[src/lsc_pkg.sv]
// constants and types shared by the linefeed state control block
package lsc_pkg;

  // register addresses on the serial control port
  localparam logic [6:0] ADDR_LINEFEED   = 7'h40;
  localparam logic [6:0] ADDR_CUR_LIMIT  = 7'h47;
  localparam logic [6:0] ADDR_OC_VOLT    = 7'h48;
  localparam logic [6:0] ADDR_CM_OFFSET  = 7'h49;
  localparam logic [6:0] ADDR_ALARM_CTRL = 7'h4a;

  // field widths
  localparam int CUR_LIMIT_W = 3;
  localparam int OC_VOLT_W   = 6;
  localparam int CM_OFFSET_W = 6;

  // reset values: 20 mA, 48 V, 3 V
  localparam logic [2:0] CUR_LIMIT_RST = 3'h0;
  localparam logic [5:0] OC_VOLT_RST   = 6'h20;
  localparam logic [5:0] CM_OFFSET_RST = 6'h02;

  // alarm control register bit positions
  localparam int ALARM_AUTO_OPEN_BIT = 0;
  localparam int ALARM_STATUS_BIT    = 1;
  localparam int ALARM_IRQ_EN_BIT    = 2;

  // command byte: bit 7 set means read
  localparam int SPI_READ_BIT = 7;

  // linefeed operating states, codes fixed by the hardware
  typedef enum logic [2:0] {
    LS_OPEN        = 3'h0,
    LS_FWD_ACTIVE  = 3'h1,
    LS_FWD_OHT     = 3'h2,
    LS_TIP_OPEN    = 3'h3,
    LS_RINGING     = 3'h4,
    LS_REV_ACTIVE  = 3'h5,
    LS_REV_OHT     = 3'h6,
    LS_RING_OPEN   = 3'h7
  } lsc_state_t;

  localparam lsc_state_t LS_RST = LS_OPEN;

endpackage : lsc_pkg

[src/lsc_reg_if.sv]
// register access carrier between serial slave and register file
`timescale 1ns/10ps
interface lsc_reg_if;
  logic [6:0] addr;
  logic [7:0] wdata;
  logic       wr_stb;
  logic [7:0] rdata;

  modport spi  (output addr, output wdata, output wr_stb, input rdata);
  modport regs (input addr, input wdata, input wr_stb, output rdata);
endinterface : lsc_reg_if

[src/lsc_linefeed_ctrl.sv]
// linefeed state control: dc feed settings, state decode, power alarm
//
// Functional notes
// - 6-bit open-circuit voltage, 0 to 94.5 V, 1.5 V per code.
// - 3-bit loop current limit, 20 to 41 mA, 3 mA per code.
// - reset defaults 20 mA, 48 V, 3 V; software programs them first.
// - 6-bit common-mode offset goes to TIP forward, RING reverse.
// - eight linefeed states, chosen by the linefeed register or forced open by auto-open.
// - open state: no drive to any transistor, both terminals high impedance.
// - device may force open state itself on excess transistor power.
// - forward and reverse active: drive on, audio paths powered down.
// - on-hook transmission states: drive on, audio paths powered up.
// - TIP open: TIP drive off, RING fed, for ground start.
// - RING open: RING drive off, TIP fed.
// - ringing: ringing generator drives line instead of dc feed.
// - codes: 0 open,1 fwd act,2 fwd oht,3 tip open,4 ring,5 rev act,6 rev oht,7 ring open.
// - power alarm sets status, interrupts if enabled, opens if auto-open.
`timescale 1ns/10ps
module lsc_linefeed_ctrl (
  input  wire logic       clock_i,
  input  wire logic       rst_n_i,
  input  wire logic       ce_i,
  input  wire logic       spi_sclk_i,
  input  wire logic       spi_cs_n_i,
  input  wire logic       spi_sdi_i,
  output logic            spi_sdo_o,
  output logic            spi_sdo_oe_n_o,
  input  wire logic       power_alarm_i,
  output logic [2:0]      linefeed_state_field_o,
  output logic [2:0]      loop_current_limit_o,
  output logic [5:0]      open_circuit_voltage_o,
  output logic [5:0]      common_mode_offset_o,
  output logic            tip_drive_en_o,
  output logic            ring_drive_en_o,
  output logic            dc_feed_en_o,
  output logic            ringing_en_o,
  output logic            audio_path_en_o,
  output logic            cm_offset_on_ring_o,
  output logic            power_alarm_irq_o
);

  typedef struct packed {
    lsc_pkg::lsc_state_t ls;
    logic [2:0]          cur_limit;
    logic [5:0]          oc_volt;
    logic [5:0]          cm_offset;
    logic                auto_open_enable;
    logic                alarm_status;
    logic                alarm_irq_en;
    logic                tip_drv;
    logic                ring_drv;
    logic                dc_feed;
    logic                ringing;
    logic                audio;
    logic                cm_on_ring;
    logic                irq;
  } lsc_ctrl_st_t;

  localparam lsc_ctrl_st_t CTRL_RST = '{
    ls:        lsc_pkg::LS_RST,
    cur_limit: lsc_pkg::CUR_LIMIT_RST,
    oc_volt:   lsc_pkg::OC_VOLT_RST,
    cm_offset: lsc_pkg::CM_OFFSET_RST,
    default:   '0
  };

  lsc_ctrl_st_t r_r;
  lsc_ctrl_st_t r_nxt;

  lsc_reg_if reg_bus ();

  lsc_spi_slave u_spi (
    .clock_i    (clock_i),
    .rst_n_i    (rst_n_i),
    .ce_i       (ce_i),
    .sclk_i     (spi_sclk_i),
    .cs_n_i     (spi_cs_n_i),
    .sdi_i      (spi_sdi_i),
    .sdo_o      (spi_sdo_o),
    .sdo_oe_n_o (spi_sdo_oe_n_o),
    .bus        (reg_bus.spi)
  );

  // read data mux, unmapped addresses read zero
  always_comb begin
    unique case (reg_bus.addr)
      lsc_pkg::ADDR_LINEFEED:   reg_bus.rdata = {5'h00, r_r.ls};
      lsc_pkg::ADDR_CUR_LIMIT:  reg_bus.rdata = {5'h00, r_r.cur_limit};
      lsc_pkg::ADDR_OC_VOLT:    reg_bus.rdata = {2'h0, r_r.oc_volt};
      lsc_pkg::ADDR_CM_OFFSET:  reg_bus.rdata = {2'h0, r_r.cm_offset};
      lsc_pkg::ADDR_ALARM_CTRL: reg_bus.rdata = {5'h00, r_r.alarm_irq_en, r_r.alarm_status,
                                                 r_r.auto_open_enable};
      default:                  reg_bus.rdata = 8'h00;
    endcase
  end

  always_comb begin
    r_nxt = r_r;
    if (reg_bus.wr_stb) begin
      unique case (reg_bus.addr)
        lsc_pkg::ADDR_LINEFEED:  r_nxt.ls = lsc_pkg::lsc_state_t'(reg_bus.wdata[2:0]);
        lsc_pkg::ADDR_CUR_LIMIT: r_nxt.cur_limit = reg_bus.wdata[lsc_pkg::CUR_LIMIT_W-1:0];
        lsc_pkg::ADDR_OC_VOLT:   r_nxt.oc_volt = reg_bus.wdata[lsc_pkg::OC_VOLT_W-1:0];
        lsc_pkg::ADDR_CM_OFFSET: r_nxt.cm_offset = reg_bus.wdata[lsc_pkg::CM_OFFSET_W-1:0];
        lsc_pkg::ADDR_ALARM_CTRL: begin
          r_nxt.auto_open_enable = reg_bus.wdata[lsc_pkg::ALARM_AUTO_OPEN_BIT];
          r_nxt.alarm_irq_en     = reg_bus.wdata[lsc_pkg::ALARM_IRQ_EN_BIT];
          if (reg_bus.wdata[lsc_pkg::ALARM_STATUS_BIT]) begin
            r_nxt.alarm_status = 1'b0;
          end
        end
        default: ;
      endcase
    end
    if (power_alarm_i) begin
      r_nxt.alarm_status = 1'b1;
    end
    // forced open overrides a same-cycle state write
    if (power_alarm_i && r_r.auto_open_enable) begin
      r_nxt.ls = lsc_pkg::LS_OPEN;
    end
    r_nxt.irq = r_nxt.alarm_status & r_nxt.alarm_irq_en;
    // state decode from next value, so outputs track the register
    r_nxt.tip_drv    = 1'b0;
    r_nxt.ring_drv   = 1'b0;
    r_nxt.dc_feed    = 1'b0;
    r_nxt.ringing    = 1'b0;
    r_nxt.audio      = 1'b0;
    r_nxt.cm_on_ring = 1'b0;
    unique case (r_nxt.ls)
      lsc_pkg::LS_OPEN: ;
      lsc_pkg::LS_FWD_ACTIVE: begin
        r_nxt.tip_drv  = 1'b1;
        r_nxt.ring_drv = 1'b1;
        r_nxt.dc_feed  = 1'b1;
      end
      lsc_pkg::LS_FWD_OHT: begin
        r_nxt.tip_drv  = 1'b1;
        r_nxt.ring_drv = 1'b1;
        r_nxt.dc_feed  = 1'b1;
        r_nxt.audio    = 1'b1;
      end
      lsc_pkg::LS_TIP_OPEN: begin
        r_nxt.ring_drv = 1'b1;
        r_nxt.dc_feed  = 1'b1;
      end
      lsc_pkg::LS_RINGING: begin
        r_nxt.tip_drv  = 1'b1;
        r_nxt.ring_drv = 1'b1;
        r_nxt.ringing  = 1'b1;
      end
      lsc_pkg::LS_REV_ACTIVE: begin
        r_nxt.tip_drv    = 1'b1;
        r_nxt.ring_drv   = 1'b1;
        r_nxt.dc_feed    = 1'b1;
        r_nxt.cm_on_ring = 1'b1;
      end
      lsc_pkg::LS_REV_OHT: begin
        r_nxt.tip_drv    = 1'b1;
        r_nxt.ring_drv   = 1'b1;
        r_nxt.dc_feed    = 1'b1;
        r_nxt.audio      = 1'b1;
        r_nxt.cm_on_ring = 1'b1;
      end
      lsc_pkg::LS_RING_OPEN: begin
        r_nxt.tip_drv = 1'b1;
        r_nxt.dc_feed = 1'b1;
      end
    endcase
  end

  always_ff @(posedge clock_i or negedge rst_n_i) begin
    if (!rst_n_i) begin
      r_r <= CTRL_RST;
    end else if (ce_i) begin
      r_r <= r_nxt;
    end
  end

  assign linefeed_state_field_o = r_r.ls;
  assign loop_current_limit_o   = r_r.cur_limit;
  assign open_circuit_voltage_o = r_r.oc_volt;
  assign common_mode_offset_o   = r_r.cm_offset;
  assign tip_drive_en_o         = r_r.tip_drv;
  assign ring_drive_en_o        = r_r.ring_drv;
  assign dc_feed_en_o           = r_r.dc_feed;
  assign ringing_en_o           = r_r.ringing;
  assign audio_path_en_o        = r_r.audio;
  assign cm_offset_on_ring_o    = r_r.cm_on_ring;
  assign power_alarm_irq_o      = r_r.irq;
endmodule : lsc_linefeed_ctrl

[src/lsc_spi_slave.sv]
// oversampled serial control port slave
`timescale 1ns/10ps
module lsc_spi_slave (
  input  wire logic clock_i,
  input  wire logic rst_n_i,
  input  wire logic ce_i,
  input  wire logic sclk_i,
  input  wire logic cs_n_i,
  input  wire logic sdi_i,
  output logic      sdo_o,
  output logic      sdo_oe_n_o,
  lsc_reg_if.spi    bus
);

  typedef struct packed {
    logic       sclk_s1;
    logic       sclk_s2;
    logic       sclk_d;
    logic       cs_n_s1;
    logic       cs_n_s2;
    logic       sdi_s1;
    logic       sdi_s2;
    logic [2:0] bit_cnt;
    logic [1:0] byte_idx;
    logic [7:0] shift;
    logic [7:0] tx;
    logic [6:0] addr;
    logic       rd;
    logic       load_pend;
    logic       wr_stb;
    logic       sdo;
    logic       sdo_oe_n;
  } lsc_spi_st_t;

  localparam lsc_spi_st_t SPI_RST = '{cs_n_s1: 1'b1, cs_n_s2: 1'b1, sdo_oe_n: 1'b1, default: '0};

  lsc_spi_st_t s_r;
  lsc_spi_st_t s_nxt;

  logic rise;
  logic fall;

  assign rise = s_r.sclk_s2 & ~s_r.sclk_d;
  assign fall = ~s_r.sclk_s2 & s_r.sclk_d;

  always_comb begin
    s_nxt         = s_r;
    s_nxt.sclk_s1 = sclk_i;
    s_nxt.sclk_s2 = s_r.sclk_s1;
    s_nxt.sclk_d  = s_r.sclk_s2;
    s_nxt.cs_n_s1 = cs_n_i;
    s_nxt.cs_n_s2 = s_r.cs_n_s1;
    s_nxt.sdi_s1  = sdi_i;
    s_nxt.sdi_s2  = s_r.sdi_s1;
    s_nxt.wr_stb  = 1'b0;
    s_nxt.load_pend = 1'b0;
    if (s_r.load_pend) begin
      s_nxt.tx = bus.rdata;
    end
    if (s_r.cs_n_s2) begin
      s_nxt.bit_cnt  = '0;
      s_nxt.byte_idx = '0;
      s_nxt.sdo_oe_n = 1'b1;
    end else begin
      if (rise && s_r.byte_idx != 2'h2) begin
        s_nxt.shift   = {s_r.shift[6:0], s_r.sdi_s2};
        s_nxt.bit_cnt = s_r.bit_cnt + 3'h1;
        if (s_r.bit_cnt == 3'h7) begin
          s_nxt.byte_idx = s_r.byte_idx + 2'h1;
          if (s_r.byte_idx == 2'h0) begin
            s_nxt.addr      = s_nxt.shift[6:0];
            s_nxt.rd        = s_nxt.shift[lsc_pkg::SPI_READ_BIT];
            s_nxt.load_pend = 1'b1;
          end else if (!s_r.rd) begin
            s_nxt.wr_stb = 1'b1;
          end
        end
      end
      if (fall && s_r.byte_idx == 2'h1 && s_r.rd) begin
        s_nxt.sdo      = s_r.tx[7];
        s_nxt.tx       = {s_r.tx[6:0], 1'b0};
        s_nxt.sdo_oe_n = 1'b0;
      end
    end
  end

  always_ff @(posedge clock_i or negedge rst_n_i) begin
    if (!rst_n_i) begin
      s_r <= SPI_RST;
    end else if (ce_i) begin
      s_r <= s_nxt;
    end
  end

  assign bus.addr   = s_r.addr;
  assign bus.wdata  = s_r.shift;
  assign bus.wr_stb = s_r.wr_stb;
  assign sdo_o      = s_r.sdo;
  assign sdo_oe_n_o = s_r.sdo_oe_n;
endmodule : lsc_spi_slave
[config.mk]
export PLATFORM = sky130hd
export DESIGN_NAME = lsc_linefeed_ctrl
export DESIGN_NICKNAME = d
export VERILOG_FILES = /design/src/lsc_pkg.sv /design/src/lsc_reg_if.sv /design/src/lsc_linefeed_ctrl.sv /design/src/lsc_spi_slave.sv
export SDC_FILE = /design/constraint.sdc
export NUM_CORES = 1
export LEC_CHECK = 0
export BUFFER_PORTS_ARGS = -buffer_cell sky130_fd_sc_hd__buf_2
export CORE_ASPECT_RATIO = 1.4
export CORE_MARGIN = 2
export CORE_UTILIZATION = 36
export DETAILED_ROUTE_END_ITERATION = 8
export PLACE_DENSITY = 0.66
export SYNTH_ARGS = -nofsm -noshare
export SYNTH_HDL_FRONTEND = slang
export SYNTH_SLANG_ARGS = --single-unit
[constraint.sdc]
create_clock -name clock_i -period 2.1 [get_ports clock_i]
set_clock_uncertainty 0.1 [all_clocks]
set_input_delay 0.21 -clock clock_i [delete_from_list [all_inputs] [get_ports clock_i]]
set_output_delay 0.21 -clock clock_i [all_outputs]
set_load 0.05 [all_outputs]
==> results of run 1 <==
-- synth_stat cells (2+ instances only) --
master      n
nor4b_2     2
clkbuf_1    7
mux2i_1    10
nor2_1      7
nand4b_1    2
buf_1       3
ha_1        5
o2bb2ai_1   4
or4b_2      2
a21o_1      2
o22ai_1     2
mux2_2     35
a221o_1     3
and2_1      2
dfstp_2     5
a21oi_1     6
o21ai_0     7
nor3_1      7
a221oi_1    2
a211oi_1    3
nand3_1     7
inv_1       8
dfrtp_1    62
o32ai_1     2
buf_2       3
buf_4      18
xnor2_1     3
nand2_1    30
or3b_2      2
a22o_1      5
a2111oi_0   2
nand2b_1    3
-- routing by layer --
layer / global-route usage (%) / vias to the layer above / share of wire (%)
met2: 25.9 / 44 / 53
met1: 18.5 / 1161 / 41
met5: 0 / - / 0
met3: 4.14 / 14 / 3.4
met4: 7.94 / 0 / 2.6
li1: - / 1107 / -
-- area by class of cell --
cell class | count | area [µm²] | share of cell area [%]
clock buffer | 11 | 253 | 6.20
clock inverter | 5 | 106 | 2.61
inverter | 9 | 33.8 | 0.828
multi-input combinational | 178 | 1450 | 35.5
sequential | 67 | 1680 | 41.3
tap | 107 | 134 | 3.28
timing repair buffer | 61 | 422 | 10.3
-- worst paths after layout --
| kind | from | to | slack [ns] | cells after the start |
|---|---|---|---|---|
| worst max-delay path | u_spi.bus.addr[2] | open_circuit_voltage_o[3] | 0.03 | 5 |
| worst min-delay path | spi_sdi_i | u_spi.s_nxt[33] | 0.006 | 2 |
| worst max register to register | u_spi.bus.addr[2] | open_circuit_voltage_o[3] | 0.03 | 5 |
| worst min register to register | u_spi.bus.wdata[6] | u_spi.bus.wdata[6] | 0.38 | 2 |
| max in group asynchronous | rst_n_i | open_circuit_voltage_o[5] | 1.03 | 3 |
| min in group asynchronous | rst_n_i | ringing_en_o | 0.28 | 2 |
-- kinds of logic (layout without fill, tap and decap cells) --
kind of cell,count (synthesis),after routing,synth area share (%)
compound gates,47,47,10.7
xor+xnor,4,4,1.05
fa+ha+maj,5,5,1.88
buf+inv,40,86,6.67
flops,67,67,50.7
mux,45,45,14.9
simple gates,77,77,14.2
-- state kept, by name, indices dropped and copies added (netlist names), 3 cells and up --
| name | count |
|---|---|
| u_spi.s_r | 18 |
| u_spi.bus.addr | 7 |
| u_spi.bus.wdata | 7 |
| common_mode_offset_o | 6 |
| open_circuit_voltage_o | 6 |
| u_spi.s_nxt | 4 |
| linefeed_state_field_o | 3 |
| loop_current_limit_o | 3 |
| r_r | 3 |
-- power breakdown --
group	switching, µW	leakage [µW]	internal (µW)
Clock	560	0.000172	1230
Sequential	199	0.000881	1430
Combinational	249	0.000820	198
Total	1010	0.00187	2850
-- stage by stage --
step	power [µW]	worst slack, ns	utilization (%)	instances
after detailed placement	2090	0.0257	40.9	419
after CTS	3890	0.0177	45.1	437
after global routing	4030	0.00569	45.4	438
after global placement	2060	0.0377	40.9	419
final	3860	0.0344	45.4	438
after floorplan	1910	0.0508	-	285
-- worst max-delay path, stage by stage (launching register included) --
cell,delay [ns]
dfrtp_1,0.37
or4b_1,0.54
or2_4,0.28
nor3_4,0.18
buf_6,0.15
mux2_2,0.33
-- timing repair --
item	CTS	global route
gates resized for setup	0	6
hold buffers	2	0
buffers inserted	0	1
endpoints found under the setup margin	0	12
hold endpoints to repair	18	0
==> impl_metrics.ini, run 1 <==
[sta]
hold_viol = 0
fin_crit_ns = 2.07
min_period_over_period_pct = 98.4
whs_ns = 0.00575
setup_violations = 0
rsz0062_at_grt = no
tightestPinTransition_ns = 0.508
fin_tns_setup_ns = 0
slew_violations = 0
maxSlewHeadroom_pct = 66.2
max_freq_ghz = 0.484

[detailed_routing]
ant_nets = 0
wl_um = 7290
drcViolationCount = 0
first_pass_iters = 4
dr.first_iter.drc_count = 104
routedWlPerCell_um = 16.6
viasPerCell = 5.31
vias = 2326

[synth]
synth_edf_count = 0
synthTopCellsByArea = dfrtp_1, mux2_2, buf_4, dfstp_2, nand2_1
synth.largest_area_cell = dfrtp_1
synthesis.nets = 297
synth_warnings = 0
syn_area_per_cell_um2 = 11.7
synthArstFlopShare_pct = 100
ys_ff_latch = 67
ys_seq_area_share_pct = 50.7
syn_area_um2 = 3320
ys.flop_type = dfrtp_1
netlist_instances = 285
synthDistinctLibCells = 56
synth_top_area_share_pct = 46.7

[worst_setup_path]
critPathMaxFanout = 6
worst_setup_path_end_kind = register
crit_type = register to register
startpoint_type = register
critPathRequiredTime_ns = 2.22
cp.arrival_ns = 2.19

[clocking]
cts_max_level = 3
clk_root_buffer_cell = clkbuf_16
cts_num_sinks = 67
clkTransAtPathRegs_ns = 0.06
cts_tree = yes
cts_made_buffers = 9
clockBufferDepth = 2
clk_latency_ns = 0.34

[status]
status = finished, final reports clean

[final_layout]
diodes = 0
fillerInstances = 787
nNetsFinal = 338
design_area_um2 = 4080
drive_gt1_share_pct = 40.2
final_common_cell = dfrtp_1
area_growth_pct = 22.8
mostFrequentLayoutCells = dfrtp_1, mux2_2, buf_2

[flow_run]
cap_violations = 0

[placed_design]
dpl-instance-area_um2 = 3670
dp_hpwl_um = 5190
numPortBuffers = 33
place_congestion = 0.842

[floorplan]
chipWidth_um = 85.2
die_h_um = 118
dieArea_um2 = 10000
rows = 41
io_pins = 34
initial_core_util_pct = 37.0
core_area_um2 = 8980

[min_path]
hp-class = input port to register

[global_route]
track_usage_pct = 15.7
grt_pass1_vias = 2404
gr-total-overflow = 0
grt_pass1_wl_um = 12000
antenna_found_initial = 0
grt_max_degree = 28

[pwr]
p_leak_uw = 0.00187
ir_drop_mv = 0.532
power_density_nw_per_um2 = 946
Power figures use the tool's default switching activity.
==> inputs of run 2 (changes only) <==
--- a/config.mk
+++ b/config.mk
@@ -11,6 +11,7 @@
 export CORE_UTILIZATION = 36
 export DETAILED_ROUTE_END_ITERATION = 8
 export PLACE_DENSITY = 0.66
+export SETUP_SLACK_MARGIN = 0.15
 export SYNTH_ARGS = -nofsm -noshare
 export SYNTH_HDL_FRONTEND = slang
 export SYNTH_SLANG_ARGS = --single-unit
==> run 2 against run 1 <==
  * Worst setup slack better by 0.054 ns
  * Register-to-register slack improved by 0.05 ns
  * Hold slack improved by 0.0049 ns
  * Wire length increased by 6.5%
  * Critical endpoint is now open_circuit_voltage_o[0]
  * Combinational power up 2%
  * First-iteration DRC count rose by 8.7%
==> impl_metrics.ini, run 2 (synthesis results as in run 1) <==
[global_route]
met2_usage_pct = 27.4
grt_pass1_wl_um = 12600
track_usage_pct = 16.2
busiest_layer = met2
antenna_found_initial = 0
grt_max_degree = 49
grt_pass1_vias = 2472
met1_usage_pct = 19.0
met3_usage_pct = 3.93
gr-total-overflow = 0

[pwr]
power_density_nw_per_um2 = 853
ir_drop_mv = 0.413
combPwrFrac_pct = 13.0
pwr-share-seq_pct = 46.9
netSwitchingPower_uw = 1020
p_clk_share_pct = 40.1
intPower_uw = 2490
p_leak_uw = 0.00188
netSwitchingFraction_pct = 29.1
power_uw = 3510

[clocking]
cts_max_level = 3
cts_tree = yes
cts_made_buffers = 9
clk_root_buffer_cell = clkbuf_16
cts_num_sinks = 67
clkTransAtPathRegs_ns = 0.06
clk_latency_ns = 0.33
clockBufferDepth = 2

[placed_design]
dp_hpwl_um = 5380
place_congestion = 0.824
dpl-instance-area_um2 = 3640
numPortBuffers = 33

[worst_setup_path]
worst_setup_path_end_kind = register
startpoint_type = register
critPathRequiredTime_ns = 2.21
cp.arrival_ns = 2.12
crit_type = register to register
ff2ff_path_depth = 5
critPathMaxFanout = 6

[final_layout]
largest_register_ff_count = 18
mostFrequentLayoutCells = dfrtp_1, buf_2, nand2_1, mux2_2, buf_4
design_area_um2 = 4110
final_common_cell = dfrtp_1
largest_register = u_spi.s_r
diodes = 0
drive_gt1_share_pct = 43.7
nNetsFinal = 339
area_growth_pct = 23.8

[sta]
tightestPinTransition_ns = 0.540
maxSlewHeadroom_pct = 64.0
whs_ns = 0.0107
rsz0062_at_grt = yes
min_period_over_period_pct = 95.8
fin_crit_ns = 2.01
setup_violations = 0
fin_tns_setup_ns = 0
slew_violations = 0
hold_viol = 0
max_freq_ghz = 0.497

[detailed_routing]
ant_nets = 0
dr.first_iter.drc_count = 113
first_pass_iters = 4
routedWlPerCell_um = 17.7
vias = 2359
wl_um = 7770
drcViolationCount = 0
viasPerCell = 5.37

[floorplan]
chipWidth_um = 85.2
core_area_um2 = 8980
die_h_um = 118
initial_core_util_pct = 37.0
dieArea_um2 = 10000
io_pins = 34
rows = 41

[flow_run]
cap_violations = 0

[min_path]
hp-class = input port to register
min_path_cells = 2

[status]
status = finished, final reports clean
-- run 2: cell count changes in the layout (fill, tap and decap cells not counted), moves of 3 or more --
cell	previous run	this run
mux2_4	2	7
mux2_2	33	28
bufinv_16	3	0
nor4b_4	1	4
-- run 2: final timing paths --
path / from / to / slack, ns
worst min-delay path: spi_sdi_i / u_spi.s_nxt[33] / 0.01
worst min register to register: power_alarm_irq_o / power_alarm_irq_o / 0.39
worst max register to register: u_spi.bus.addr[4] / open_circuit_voltage_o[0] / 0.09
worst max-delay path: u_spi.bus.addr[4] / open_circuit_voltage_o[0] / 0.09
max in group asynchronous: rst_n_i / u_spi.sdo_oe_n_o / 0.96
min in group asynchronous: rst_n_i / dc_feed_en_o / 0.28
-- run 2: through the flow --
step	setup WS, ns	std cells	util, %
after floorplan	0.102	285	-
after global placement	0.0520	417	40.5
after detailed placement	0.0149	417	40.5
after CTS	0.0552	437	44.4
after global routing	0.0349	439	45.8
final	0.0880	439	45.8
-- run 2: power by group through the flow --
stage               Clock, µW  Combinational, µW  Sequential, µW
floorplan                   0                355            1560
global placement            0                424            1650
detailed placement          0                443            1650
CTS                      1450                448            1640
global route             1510                508            1660
finish                   1410                455            1650
-- run 2: final cells by class --
cell class | count | area, µm²
Clock buffer | 11 | 253
Clock inverter | 5 | 37.5
Fill cell | 818 | 4860
Inverter | 9 | 33.8
Multi-Input combinational cell | 178 | 1560
Sequential cell | 67 | 1690
Tap cell | 107 | 134
Timing Repair Buffer | 62 | 414
-- run 2: timing repair --
| action | 4_1_cts | 5_1_grt |
|---|---|---|
| resized for setup | 7 | 24 |
| hold endpoints to repair | 17 | 0 |
| endpoints found under the setup margin | 11 | 29 |
| hold buffers | 1 | 0 |
| pin swaps | 5 | 10 |
| buffers inserted | 3 | 2 |
-- run 2: worst max-delay path, stage by stage, from the launching register on --
cell and delay, ns:
dfrtp_1 0.38, or4b_4 0.58, or2_4 0.27, nor3_4 0.12
buf_6 0.16, mux2_4 0.30
-- run 2: layer usage --
metal | part of all wire, % | routed length [µm]
met1 | 40 | 3140
met5 | 0 | 0
met2 | 53 | 4130
met4 | 2.9 | 226
met3 | 3.4 | 267
